--- config.mk ---
export PLATFORM = sky130hd
export DESIGN_NAME = pcscfg_top
export DESIGN_NICKNAME = d
export VERILOG_FILES = /design/src/verilog/pcscfg_pkg.sv /design/src/verilog/pcscfg_top.sv /design/src/verilog/pcscfg_sync_timer.sv
export SDC_FILE = /design/constraint.sdc
export NUM_CORES = 1
export LEC_CHECK = 0
export ABC_AREA = 1
export BUFFER_PORTS_ARGS = -buffer_cell sky130_fd_sc_hd__buf_4
export CAP_MARGIN = 20
export CORE_ASPECT_RATIO = 1.2
export CORE_UTILIZATION = 50
export CTS_CLUSTER_SIZE = 24
export DETAILED_ROUTE_END_ITERATION = 10
export PLACE_DENSITY = 0.87
export REMOVE_ABC_BUFFERS = 1
export SETUP_SLACK_MARGIN = 0.3
export SYNTH_ARGS = -nofsm -noshare
export SYNTH_HDL_FRONTEND = slang
export SYNTH_SLANG_ARGS = --single-unit
--- constraint.sdc ---
create_clock -name clk -period 3.2 [get_ports clk]
set_input_delay 0.16 -clock clk [delete_from_list [all_inputs] [get_ports clk]]
set_output_delay 0.16 -clock clk [all_outputs]
set_load 0.005 [all_outputs]
--- src/verilog/pcscfg_pkg.sv ---
// constants for the 100 Mb/s coding sublayer configuration register
package pcscfg_pkg;
  // ----------------------------------------------------------------
  // register bus
  // ----------------------------------------------------------------
  localparam int          ADDR_W              = 5;
  localparam int          DATA_W              = 16;
  localparam logic [4:0]  PCS_100M_CONFIG_STATUS_ADDR = 5'h16;

  // ----------------------------------------------------------------
  // field positions
  // ----------------------------------------------------------------
  localparam int TX_QUIET_BIT = 10;
  localparam int FSD_BIT      = 9;
  localparam int SDALG_BIT    = 8;
  localparam int DTO_BIT      = 7;
  localparam int FGL_BIT      = 5;
  localparam int NRZI_BYP_BIT = 2;

  // ----------------------------------------------------------------
  // reset value and write mask
  // ----------------------------------------------------------------
  localparam logic [15:0] CFG_RESET      = 16'h0100;
  // bits 15:13 are never stored; reserved bits 12,11,6,4,3,1,0 are kept
  localparam logic [15:0] CFG_WRITE_MASK = 16'h1FFF;

  // ----------------------------------------------------------------
  // descrambler timeout
  // ----------------------------------------------------------------
  localparam int CLK_PERIOD_NS    = 100;
  localparam int DTO_SHORT_NS     = 722000;
  localparam int DTO_LONG_NS      = 2000000;
  localparam int DTO_SHORT_CYCLES = DTO_SHORT_NS / CLK_PERIOD_NS;
  localparam int DTO_LONG_CYCLES  = DTO_LONG_NS / CLK_PERIOD_NS;
  localparam int DTO_CNT_W        = 16;
endpackage : pcscfg_pkg

--- src/verilog/pcscfg_top.sv ---
// 100 Mb/s coding sublayer configuration and status register
//
// Operation
// RQ1: bit 10 puts transmitter into true quiet
// RQ2: bit 9 forces signal detect reported
// RQ3: bit 8 picks enhanced detect; resets one
// RQ4: bit 7 selects 2ms else 722us timeout
// RQ5: bit 5 forces 100 Mb/s link good
// RQ6: bit 2 bypasses NRZI encode and decode
// RQ7: bits 15:13 ignore writes, read zero
// RQ8: software writes zero to reserved bits
module pcscfg_top
  import pcscfg_pkg::*;
#(
  parameter int SHORT_CYCLES = DTO_SHORT_CYCLES,
  parameter int LONG_CYCLES  = DTO_LONG_CYCLES
) (
  // clock and reset
  input  wire logic              clk,
  input  wire logic              nrst,
  // register port
  input  wire logic [ADDR_W-1:0] addr,
  input  wire logic [DATA_W-1:0] wdata,
  input  wire logic              wr,
  input  wire logic              rd,
  output logic      [DATA_W-1:0] rdata,
  // line side inputs
  input  wire logic              line_signal_detect,
  input  wire logic              link_qualified,
  input  wire logic              descrambler_refresh,
  // configuration outputs
  output logic                   transmit_quiet_enable,
  output logic                   force_signal_detect,
  output logic                   signal_detect_algorithm_select,
  output logic                   descrambler_timeout_select,
  output logic                   force_good_link,
  output logic                   nrzi_bypass,
  // resulting status
  output logic                   pma_signal_detect,
  output logic                   link_good_100,
  output logic                   descrambler_sync_lost
);
  // ----------------------------------------------------------------
  // elaboration checks
  // ----------------------------------------------------------------
  if (ADDR_W < 5 || DATA_W != 16) begin : g_bad_port
    $error("pcscfg_top: register port widths not supported");
  end

  // a one-cycle window would reload to zero and never report a loss
  if (SHORT_CYCLES < 2 || LONG_CYCLES < 2) begin : g_bad_window
    $error("pcscfg_top: watchdog windows must be two cycles or more");
  end

  if (SHORT_CYCLES >= (1 << DTO_CNT_W) || LONG_CYCLES >= (1 << DTO_CNT_W)) begin : g_bad_count
    $error("pcscfg_top: watchdog windows do not fit the counter");
  end

  // ----------------------------------------------------------------
  // helpers
  // ----------------------------------------------------------------
  function automatic logic hit(input logic [ADDR_W-1:0] a);
    hit = (a == ADDR_W'(PCS_100M_CONFIG_STATUS_ADDR));
  endfunction : hit

  // the top three positions are never stored and always read as zero
  function automatic logic [15:0] storable(input logic [15:0] word);
    storable = word & CFG_WRITE_MASK;
  endfunction : storable

  // ----------------------------------------------------------------
  // strobe decode
  // ----------------------------------------------------------------
  logic cfg_wr;
  logic cfg_rd;

  assign cfg_wr = wr && hit(addr);
  assign cfg_rd = rd && hit(addr);

  // ----------------------------------------------------------------
  // configuration register
  // ----------------------------------------------------------------
  logic [15:0] cfg;
  logic [15:0] next_cfg;

  // the reserved 'must be zero' bits are stored and read back so that
  // software doing read-modify-write sees what it wrote
  always_comb begin
    next_cfg = cfg;
    if (cfg_wr) begin
      next_cfg = storable(wdata); // [RQ7]
    end
  end

  always_ff @(posedge clk or negedge nrst) begin
    if (!nrst) begin
      cfg <= CFG_RESET; // [RQ3]
    end else begin
      cfg <= next_cfg;
    end
  end

  // ----------------------------------------------------------------
  // read port: data stand one cycle after the strobe, only there
  // ----------------------------------------------------------------
  logic [15:0] next_rdata;

  // anything but a read of this register drives zero, so a stale word
  // never lingers on the port after its one cycle
  always_comb begin
    next_rdata = '0;
    if (cfg_rd) begin
      next_rdata = storable(cfg); // [RQ7]
    end
  end

  always_ff @(posedge clk or negedge nrst) begin
    if (!nrst) begin
      rdata <= '0;
    end else begin
      rdata <= next_rdata;
    end
  end

  // ----------------------------------------------------------------
  // configuration outputs
  // ----------------------------------------------------------------
  // one flop per field; the copies lag the register by one cycle, which
  // keeps the long datapath fan-out off the register write path
  always_ff @(posedge clk or negedge nrst) begin
    if (!nrst) begin
      transmit_quiet_enable <= CFG_RESET[TX_QUIET_BIT];
    end else begin
      transmit_quiet_enable <= cfg[TX_QUIET_BIT]; // [RQ1]
    end
  end

  always_ff @(posedge clk or negedge nrst) begin
    if (!nrst) begin
      force_signal_detect <= CFG_RESET[FSD_BIT];
    end else begin
      force_signal_detect <= cfg[FSD_BIT]; // [RQ2]
    end
  end

  always_ff @(posedge clk or negedge nrst) begin
    if (!nrst) begin
      signal_detect_algorithm_select <= CFG_RESET[SDALG_BIT];
    end else begin
      signal_detect_algorithm_select <= cfg[SDALG_BIT]; // [RQ3]
    end
  end

  always_ff @(posedge clk or negedge nrst) begin
    if (!nrst) begin
      descrambler_timeout_select <= CFG_RESET[DTO_BIT];
    end else begin
      descrambler_timeout_select <= cfg[DTO_BIT]; // [RQ4]
    end
  end

  always_ff @(posedge clk or negedge nrst) begin
    if (!nrst) begin
      force_good_link <= CFG_RESET[FGL_BIT];
    end else begin
      force_good_link <= cfg[FGL_BIT]; // [RQ5]
    end
  end

  always_ff @(posedge clk or negedge nrst) begin
    if (!nrst) begin
      nrzi_bypass <= CFG_RESET[NRZI_BYP_BIT];
    end else begin
      nrzi_bypass <= cfg[NRZI_BYP_BIT]; // [RQ6]
    end
  end

  // ----------------------------------------------------------------
  // line signal detect synchroniser
  // ----------------------------------------------------------------
  logic sd_meta;
  logic sd_sync;

  always_ff @(posedge clk or negedge nrst) begin
    if (!nrst) begin
      sd_meta <= 1'h0;
      sd_sync <= 1'h0;
    end else begin
      sd_meta <= line_signal_detect;
      sd_sync <= sd_meta;
    end
  end

  // ----------------------------------------------------------------
  // forced status
  // ----------------------------------------------------------------
  always_ff @(posedge clk or negedge nrst) begin
    if (!nrst) begin
      pma_signal_detect <= 1'h0;
    end else begin
      pma_signal_detect <= cfg[FSD_BIT] | sd_sync; // [RQ2]
    end
  end

  always_ff @(posedge clk or negedge nrst) begin
    if (!nrst) begin
      link_good_100 <= 1'h0;
    end else begin
      link_good_100 <= cfg[FGL_BIT] | link_qualified; // [RQ5]
    end
  end

  // ----------------------------------------------------------------
  // descrambler watchdog
  // ----------------------------------------------------------------
  // the timeout select is taken at each refresh, so a change applies from
  // the next refresh on and never cuts a running window short
  pcscfg_sync_timer #(
    .CNT_W        (DTO_CNT_W),
    .SHORT_CYCLES (SHORT_CYCLES),
    .LONG_CYCLES  (LONG_CYCLES)
  ) u_timer (
    .clk       (clk),
    .nrst      (nrst),
    .long_sel  (cfg[DTO_BIT]), // [RQ4]
    .refresh   (descrambler_refresh),
    .sync_lost (descrambler_sync_lost)
  );
endmodule : pcscfg_top

--- src/verilog/pcscfg_sync_timer.sv ---
// descrambler loss-of-sync watchdog with selectable timeout
module pcscfg_sync_timer
  import pcscfg_pkg::*;
#(
  parameter int CNT_W        = DTO_CNT_W,
  parameter int SHORT_CYCLES = DTO_SHORT_CYCLES,
  parameter int LONG_CYCLES  = DTO_LONG_CYCLES
) (
  // clock and reset
  input  wire logic clk,
  input  wire logic nrst,
  // control
  input  wire logic long_sel,
  input  wire logic refresh,
  // status
  output logic      sync_lost
);
  // a one-cycle window would reload to zero and never time out
  if (SHORT_CYCLES < 2 || LONG_CYCLES < 2 ||
      LONG_CYCLES >= (1 << CNT_W) || SHORT_CYCLES >= (1 << CNT_W)) begin : g_bad_counts
    $error("pcscfg_sync_timer: timeout counts do not fit the counter");
  end

  logic [CNT_W-1:0] remain;
  logic [CNT_W-1:0] load_value;

  // [RQ4]
  assign load_value = long_sel ? CNT_W'(LONG_CYCLES - 1) : CNT_W'(SHORT_CYCLES - 1);

  always_ff @(posedge clk or negedge nrst) begin
    if (!nrst) begin
      remain <= '0;
    end else if (refresh) begin
      remain <= load_value; // [RQ4]
    end else if (remain != '0) begin
      remain <= remain - CNT_W'(1);
    end
  end

  // lost once the window runs out with no refresh; a refresh clears it
  always_ff @(posedge clk or negedge nrst) begin
    if (!nrst) begin
      sync_lost <= 1'h1;
    end else if (refresh) begin
      sync_lost <= 1'h0;
    end else if (remain == CNT_W'(1)) begin
      sync_lost <= 1'h1; // [RQ4]
    end
  end
endmodule : pcscfg_sync_timer

==> results by stage, run 1 <==
Placement:
- Buffers placed on the I/O ports in this run total 46.
- OpenSTA, run right after detailed placement, puts the worst setup slack at about 1.7 ns.
- Routability-driven placement finished with a final weighted congestion of just under 0.9.
- Summed over all nets, the half-perimeter wirelength after detailed placement is between 3 and 4 mm.

STA:
- For the pin with the worst max-slew slack, the measured transition is between 0.6 and 0.7 ns.
- The total count of max-transition violations in the final report came to 0.
- The final count of hold timing violations is 0.
- Setup repair after global routing left no endpoint under its margin.
- Measured against its own limit, the worst slew margin works out to a little under three fifths.
- Based on the critical path, the design can be clocked at up to 0.629 GHz.
- The final critical delay including setup and external delays is between 1.5 and 2 ns.
- Summed over all failing endpoints, the final setup total negative slack is 0 ns.
- Dividing the final minimum period by the clock period gives 49.7%.
- Clock skew on the completed layout was measured at about 0.0022 ns.
- The least setup slack across all paths after layout is about 1.6 ns.
- The number of failing setup endpoints in the final timing report is 0.

Floorplanning:
- The die is 64.0 um wide.
- The number of placement rows is 26.
- The die covers slightly below 0.005 mm^2.
- The overall die height is ~76 um.
- The area of the core is around 0.0043 mm^2.
- For this design the top-level I/O count stands at between 50 and 60.
- The initial utilization of the core area, before any placement, comes to roughly 53%.

Finish:
- The number of antenna diodes in the final layout is 0.
- The largest registers in the layout are u_timer.remain x16, cfg x13, rdata x13.
- Compared with the post-synthesis result, the final layout area differs by 21.4%.
- In the final layout, the share of cells above drive strength 1 is 22.7%.
- Ranked by flip-flop count, first place goes to u_timer.remain.
- The register with the most flip-flops in the layout has 16 of them.
- The post-layout net count is 342.

Global route:
- The pin count of the biggest net entering global routing is 54.
- The number of global-route vias before repair is ~1800.
- Summed over all layers, the global routing overflow is 0.
- The total global routing track utilization is a little over a fifth.
- The number of antenna violations at the first check in global routing is 0.
- The global-route wire length before repair is ~8.0 mm.

Setup path:
- STA classifies the critical path startpoint as a flip-flop.
- The reg-to-reg startpoint is u_timer.remain[0]$_DFFE_PN0P_.
- The endpoint identified for the worst register-to-register timing path is u_timer.remain[0]$_DFFE_PN0P_.
- Counting cells, the worst reg-to-reg path comes to 7.
- STA puts the critical path data arrival time at between 1.5 and 2 ns.
- The critical path required time is roughly 3.4 ns.
- The type of the setup path with the least slack is flip-flop to flip-flop.
- The capturing element type of the critical path is a flip-flop.
- The launching element of the worst setup path is u_timer.remain[0]$_DFFE_PN0P_.
- The worst reg-to-reg setup slack is 1.61 ns.
- The largest fanout on the critical path is 7.

Synth:
- By area the synthesized netlist is led by sky130_fd_sc_hd__dfrtp_1 54%, sky130_fd_sc_hd__nand2_1 11%, sky130_fd_sc_hd__nor2_1 6.8%, sky130_fd_sc_hd__inv_1 5.4%, sky130_fd_sc_hd__dfstp_2 3.4%.
- A synthesized cell averages between 8 and 9 um^2.
- Of all cell types, the one taking the most synthesized area is sky130_fd_sc_hd__dfrtp_1.
- The post-synth design cell area is roughly 0.0023 mm^2.
- The dominant synthesized flop cell is sky130_fd_sc_hd__dfrtp_1.
- The commonest cells after synthesis are 70 x sky130_fd_sc_hd__nand2_1, 50 x sky130_fd_sc_hd__dfrtp_1, 42 x sky130_fd_sc_hd__nor2_1, 33 x sky130_fd_sc_hd__inv_1, 14 x sky130_fd_sc_hd__o21ai_0.
- The gate count after technology mapping is 262.
- The synthesis-stage register bit count is 53.
- The sequential share of the synthesized area is between 50 and 60%.
- After synthesis, the largest area contributor takes up between 50% and 60% of total cell area.
- For this run, asynchronously set or reset flops after synthesis account for 100%.
- The number of distinct library cells after synthesis is 31.
- The number of enable-type register cells in the synthesized netlist is 0.
- The count of warnings emitted by yosys is 0.
- sky130_fd_sc_hd__nand2_1 is the most common cell in the netlist.

Routing:
- Dividing the detail-routed via count by the number of cells gives just under 5.
- The count of unresolved DRC violations after routing is 0.
- The number of nets with antenna violations after detailed routing is 0.
- Before antenna repair, the detailed router went through 5 iterations.
- The total detailed-routing wirelength is about 4.6 mm.
- After detailed routing, the average wire length per cell comes to about 12 um.
- Summing over every cut layer, the via total after detailed routing is roughly 1800.
- The DRC violation total after the first TritonRoute iteration is 78.

Hold path:
- The class of the worst hold path is input port to flip-flop.
- The count of cells along the worst hold path is 2.
- In this run the most critical hold path is launched from link_qualified.
- The worst hold path terminates at link_good_100$_DFF_PN0_.

Pwr:
- The leakage power is approximately 1.5 nW.
- The share of total power dissipated in combinational logic is 14.5%.
- In this run switching power makes up a little over a quarter of total power.
- Dividing total power by cell area gives a power density of between 500 and 600 mW/mm^2.
- The worst-case IR drop observed on VDD is ~0.00036 V.
- The cell-internal power is 1.03 mW.
- The share of total power in sequential cells is a little under three fifths.
- The net switching power is about 0.38 mW.
- The share of total power dissipated in the clock network is approximately 29%.

Clock network:
- The count of buffers added by post-CTS timing repair for setup is 0.
- The clock tree from TritonCTS is yes.
- The CTS root buffer is sky130_fd_sc_hd__clkbuf_8.
- The longest clock path from root to sink contains 2 buffers.
- The total clock sinks is 53.
- The number of buffers added by the clock tree synthesis step is 5.
- At the later pin of the worst-skew pair, clock insertion delay measures approximately 0.30 ns.
- The H-tree generated during clock tree synthesis spans 2 levels.
- The clock transition at the register clock pins on the worst setup and hold paths after CTS is 0.10 ns.

Flow run:
- Across the run, the number of max-cap violations was 0.

Outcome:
- The flow ran to the end, and the final reports show no timing, DRC or antenna violations.
power by group through the flow:
stage | Clock (mW) | Combinational [mW] | Sequential, mW
after detailed placement | 0 | 0.202 | 0.809
after global routing | 0.438 | 0.232 | 0.805
after CTS | 0.414 | 0.207 | 0.796
final | 0.404 | 0.204 | 0.796
after global placement | 0 | 0.190 | 0.806
after floorplan | 0 | 0.102 | 0.803
worst max-delay path by stage:
stage | to | slack (ns) | cells after the start
6_report | u_timer.remain[0]$_DFFE_PN0P_ | 1.61 | 7
5_1_grt | u_timer.remain[0]$_DFFE_PN0P_ | 1.45 | 7
4_1_cts | u_timer.remain[0]$_DFFE_PN0P_ | 1.64 | 7
3_5_place_dp | u_timer.remain[0]$_DFFE_PN0P_ | 1.65 | 7
3_3_place_gp | u_timer.remain[0]$_DFFE_PN0P_ | 1.73 | 7
2_1_floorplan | u_timer.remain[0]$_DFFE_PN0P_ | 1.86 | 7
layer usage:
| layer | wire length (um) | vias to the layer above | global-route usage (%) |
|---|---|---|---|
| met5 | 0 | - | 0 |
| met4 | 56 | 0 | 8.18 |
| met3 | 341 | 6 | 6.89 |
| met2 | 2320 | 68 | 36.1 |
| met1 | 1840 | 838 | 24.7 |
| li1 | - | 889 | - |
layout by cell type, fill, tap and decap left out, types with 2 or more instances in the layout:
cell / n
sky130_fd_sc_hd__a21oi_1: 4
sky130_fd_sc_hd__buf_4: 46
sky130_fd_sc_hd__clkbuf_8: 6
sky130_fd_sc_hd__clkinv_4: 2
sky130_fd_sc_hd__conb_1: 3
sky130_fd_sc_hd__dfrtp_1: 50
sky130_fd_sc_hd__dfstp_2: 3
sky130_fd_sc_hd__dlygate4sd3_1: 2
sky130_fd_sc_hd__ha_1: 2
sky130_fd_sc_hd__inv_1: 33
sky130_fd_sc_hd__nand2_1: 70
sky130_fd_sc_hd__nand3_1: 12
sky130_fd_sc_hd__nand4_1: 2
sky130_fd_sc_hd__nor2_1: 42
sky130_fd_sc_hd__nor2_2: 2
sky130_fd_sc_hd__nor2_4: 3
sky130_fd_sc_hd__o21ai_0: 14
sky130_fd_sc_hd__o21ai_1: 2
sky130_fd_sc_hd__or2_2: 3
critical path, cell delays in order, from the launching register on:
cell	delay [ns]
sky130_fd_sc_hd__dfrtp_1	0.42
sky130_fd_sc_hd__inv_1	0.13
sky130_fd_sc_hd__ha_1	0.30
sky130_fd_sc_hd__nand2_4	0.12
sky130_fd_sc_hd__nor2_8	0.19
sky130_fd_sc_hd__nand3_4	0.14
sky130_fd_sc_hd__o21ai_0	0.12
sky130_fd_sc_hd__nand2_1	0.08
stage by stage:
step | util, % | cells | power, mW | instance area [um^2] | hold slack [ns]
after detailed placement | 61.9 | 359 | 1.01 | 2680 | 0.232
after CTS | 64.7 | 369 | 1.42 | 2800 | 0.0428
after global placement | 61.9 | 359 | 0.996 | 2680 | 0.230
after global routing | 64.7 | 369 | 1.47 | 2800 | 0.0340
after floorplan | - | 257 | 0.905 | 2260 | -0.136
final | 64.7 | 369 | 1.40 | 2800 | 0.0473
what timing repair did:
action,4_1_cts,5_1_grt
gates resized for setup,0,0
endpoints found under the hold margin,51,0
hold buffers,2,0
area by class of cell:
type                            instances  area [um^2]
Clock inverter                          2         17.5
Inverter                               35          136
Fill cell                             346         1530
Sequential cell                        53         1330
Multi-Input combinational cell        169          797
Clock buffer                            6         82.6
Tap cell                               56         70.1
Timing Repair Buffer                   48          365
logic make-up after synthesis:
group / share of synthesized area [%]
simple gates: 27.2
flops: 57.7
buf+inv: 8.08
compound gates: 5.05
xor+xnor: 0.760
fa+ha+maj: 1.09
other cells: 0.163
(Power assumes the default switching activity.)
==> inputs of run 2 (changes only) <==
==> constraint.sdc (replaced) <==
create_clock -name clk -period 1.5 [get_ports clk]
set_input_delay 0.075 -clock clk [delete_from_list [all_inputs] [get_ports clk]]
set_output_delay 0.075 -clock clk [all_outputs]
set_load 0.005 [all_outputs]
==> run 2 against run 1 <==
Compared with the run above: design area is 17% higher; via count is 17% higher; sequential cell count stayed put; critical path type unchanged; register-to-register slack worse by 1.5 ns; combinational power grew to 2.8 times the previous value; clock skew is 0.0043 ns higher.
==> results by stage, run 2 (synthesis results as in run 1) <==
Clock network:
- The clock latency of the later-clocked register in the worst-skew pair is about 0.31 ns.
- The number of buffers added by the clock tree synthesis step is 5.
- The tree is rooted in a sky130_fd_sc_hd__clkbuf_8.
- The clock tree from TritonCTS is yes.
- Counting along the longest clock path gives a buffer depth of 2.
- The clock transition at the register clock pins on the worst setup and hold paths after CTS is about 0.10 ns.
- The tree built by TritonCTS fans out to 53 sinks.
- CTS built an H-tree with a depth of 2.

Routing:
- The final layout contains routed wiring with a total length of just over 6 mm.
- The wire length on met1 is between 2 and 2.5 mm.
- The average wire per standard cell is 14.9 um.
- The routed design uses 3.18 mm of met2 wire.
- After detailed routing, the number of vias per cell comes to just over 5.
- The first detailed-routing pass ran for 4 iterations.
- The met3 wire length is approximately 430 um.
- The number of nets with antenna violations after detailed routing is 0.
- The via count of the routed design is 2105.
- Signal routing reaches up to met4.
- The detailed router finished its first iteration with 170 violations.
- For this run, design rule violations remaining after detail routing come to 0.

Finish:
- The repair_antennas step left the layout with diodes totalling 0.
- The largest registers in the layout are u_timer.remain x16, cfg x13, rdata x13.
- The finished layout cell area is between 0.003 and 0.004 mm^2.
- The finished layout holds 409 standard cells, fillers aside.
- From synthesis to final layout, the design area changed by 41.9%.
- In the final layout, the share of cells above drive strength 1 is 34.8%.
- The register with the most flip-flops in the layout has 16 of them.
- In the layout the commonest cells are 70 x sky130_fd_sc_hd__buf_4, 63 x sky130_fd_sc_hd__nand2_1, 48 x sky130_fd_sc_hd__dfrtp_1.
- More flip-flops sit in one register than any other, and that register is u_timer.remain.
- The most common cell after layout, fill and taps aside is sky130_fd_sc_hd__buf_4.
- For this run, the post-layout net count is approximately 380.
- The fill cell total of the finished layout is between 200 and 300.

Pwr:
- Summed over all cells, the static leakage comes to approximately 1.7 nW.
- The worst supply voltage drop on vdd is 0.000732 V.
- The cell area power density is ~1000 mW/mm^2.

Placement:
- The worst slack at placement is approximately 0.094 ns.
- The number of buffers added on ports is 46.
- The wire-length estimate of the detail-placed layout is approximately 3.1 mm.
- The congestion estimate from routability-driven global placement came to about 0.9.
- In this run the cell area measured after placement is around 0.0027 mm^2.
- Counting tap cells, the placed design contains a total of around 360 instances.

Setup path:
- The kind of start point of the critical path is a flip-flop.
- In this run the worst path has a maximum fanout of 4.
- The data arrival time of the worst path is roughly 1.6 ns.
- For flop-to-flop paths, the worst setup slack is 0.08 ns.
- STA puts the critical path data required time at around 1.7 ns.
- The type of the setup path with the least slack is flip-flop to flip-flop.
- The capturing element type of the critical path is a flip-flop.

STA:
- The total count of max-transition violations in the final report was 0.
- The setup TNS after final layout is 0 ns.
- The least setup slack across all paths after layout is roughly 0.081 ns.
- The headroom to the max-slew limit is approximately 57%.
- Setup repair after global routing could not meet its margin everywhere.
- The final count of hold timing violations is 0.
- For the finished layout, the period the worst path requires is 1.42 ns.
- The number of failing setup endpoints in the final timing report is 0.
- The worst slack on hold paths is 0.0617 ns.
- The period utilization is a little over nine tenths.
- At the pin with the least slew margin, the transition time is around 0.64 ns.
- The worst clock skew is 0.00647 ns.
- The maximum operating frequency is a little over 0.7 GHz.

Global route:
- The total global routing overflow is 0.
- The number of global-route vias before repair is 2093.
- The number of antenna violations at the first check in global routing is 0.
- For this run, the total global-route usage over all layers was measured as approximately a quarter.
- The pin count of the biggest net entering global routing is 54.
- The first global-routing pass estimated between 9 and 10 mm of wire.

Flow run:
- The count of max-cap constraint violations is 0.

Floorplanning:
- The overall die height is roughly 76 um.
- The horizontal extent of the die is 64.0 um.
- The initial cell density of the core is a little over half.
- The floorplan has 26 rows.
- The area of the core is 0.00433 mm^2.
- The floorplan step defined a die boundary enclosing approximately 0.0049 mm^2.
- The boundary pin count is between 50 and 60.

Outcome:
- The flow ran to the end, and the final reports show no timing, DRC or antenna violations.

Hold path:
- The path class of the tightest hold or removal check is input port to flip-flop.
## run 2: cell count changes in the layout (fill, tap and decap cells not counted), moves of 5 or more
cell	previous run	this run
sky130_fd_sc_hd__buf_4	46	70
sky130_fd_sc_hd__dlygate4sd3_1	2	17
sky130_fd_sc_hd__nand2_1	70	63
sky130_fd_sc_hd__nand2_2	1	7
sky130_fd_sc_hd__nor2_1	42	29
sky130_fd_sc_hd__nor2_2	2	10
sky130_fd_sc_hd__nor2_4	3	8
## run 2: area by class of cell
cell class	instances	area (um^2)	area share (%)
clock buffer	5	68.8	2.10
clock inverter	3	47.5	1.45
inverter	35	136	4.17
multi-input combinational	169	910	27.8
sequential	53	1330	40.7
tap	56	70.1	2.14
timing repair buffer	88	707	21.6
## run 2: timing repair
item                                   4_1_cts  5_1_grt
resized for setup                           19       19
hold buffers                                17        0
endpoints found under the hold margin       66        0
pin swaps                                   16        7
buffers inserted                            13        8
setup endpoints to repair                   16       17
## run 2: per-stage QoR
step / total power, mW / util, %
finish: 3.31 / 75.6
global route: 3.44 / 75.6
CTS: 3.24 / 72.8
detailed placement: 2.15 / 62.6
global placement: 2.13 / 62.6
floorplan: 1.93 / -
## run 2: routing by layer
layer	up-vias	track usage, %
met5	-	0
met4	0	12.0
met3	21	6.74
met2	105	43.0
met1	1009	29.9
li1	970	-
## run 2: path summary, 6_finish.rpt
check,from,endpoint,depth (start not counted)
min,descrambler_refresh,u_timer.remain[10]$_DFFE_PN0P_,3
max reg2reg,u_timer.remain[4]$_DFFE_PN0P_,u_timer.remain[14]$_DFFE_PN0P_,9
min reg2reg,sd_meta$_DFF_PN0_,sd_sync$_DFF_PN0_,0
max,u_timer.remain[4]$_DFFE_PN0P_,u_timer.remain[14]$_DFFE_PN0P_,9
max in group asynchronous,nrst,u_timer.remain[2]$_DFFE_PN0P_,2
min in group asynchronous,nrst,u_timer.remain[10]$_DFFE_PN0P_,2
## run 2: where the power goes
| part | switching [mW] | leakage, nW | internal [mW] |
|---|---|---|---|
| logic | 0.297 | 0.982 | 0.283 |
| registers | 0.103 | 0.634 | 1.61 |
| clock network | 0.512 | 0.0591 | 0.510 |
## run 2: worst max-delay path, stage by stage, from the launching register on
cell and delay (ns):
sky130_fd_sc_hd__dfrtp_1 0.45, sky130_fd_sc_hd__buf_4 0.18, sky130_fd_sc_hd__inv_1 0.07, sky130_fd_sc_hd__nand2_1 0.08
sky130_fd_sc_hd__nor2_4 0.16, sky130_fd_sc_hd__nand2_1 0.09, sky130_fd_sc_hd__nand2_1 0.08, sky130_fd_sc_hd__nand2_1 0.06
sky130_fd_sc_hd__nand2_1 0.08, sky130_fd_sc_hd__nand2_1 0.06
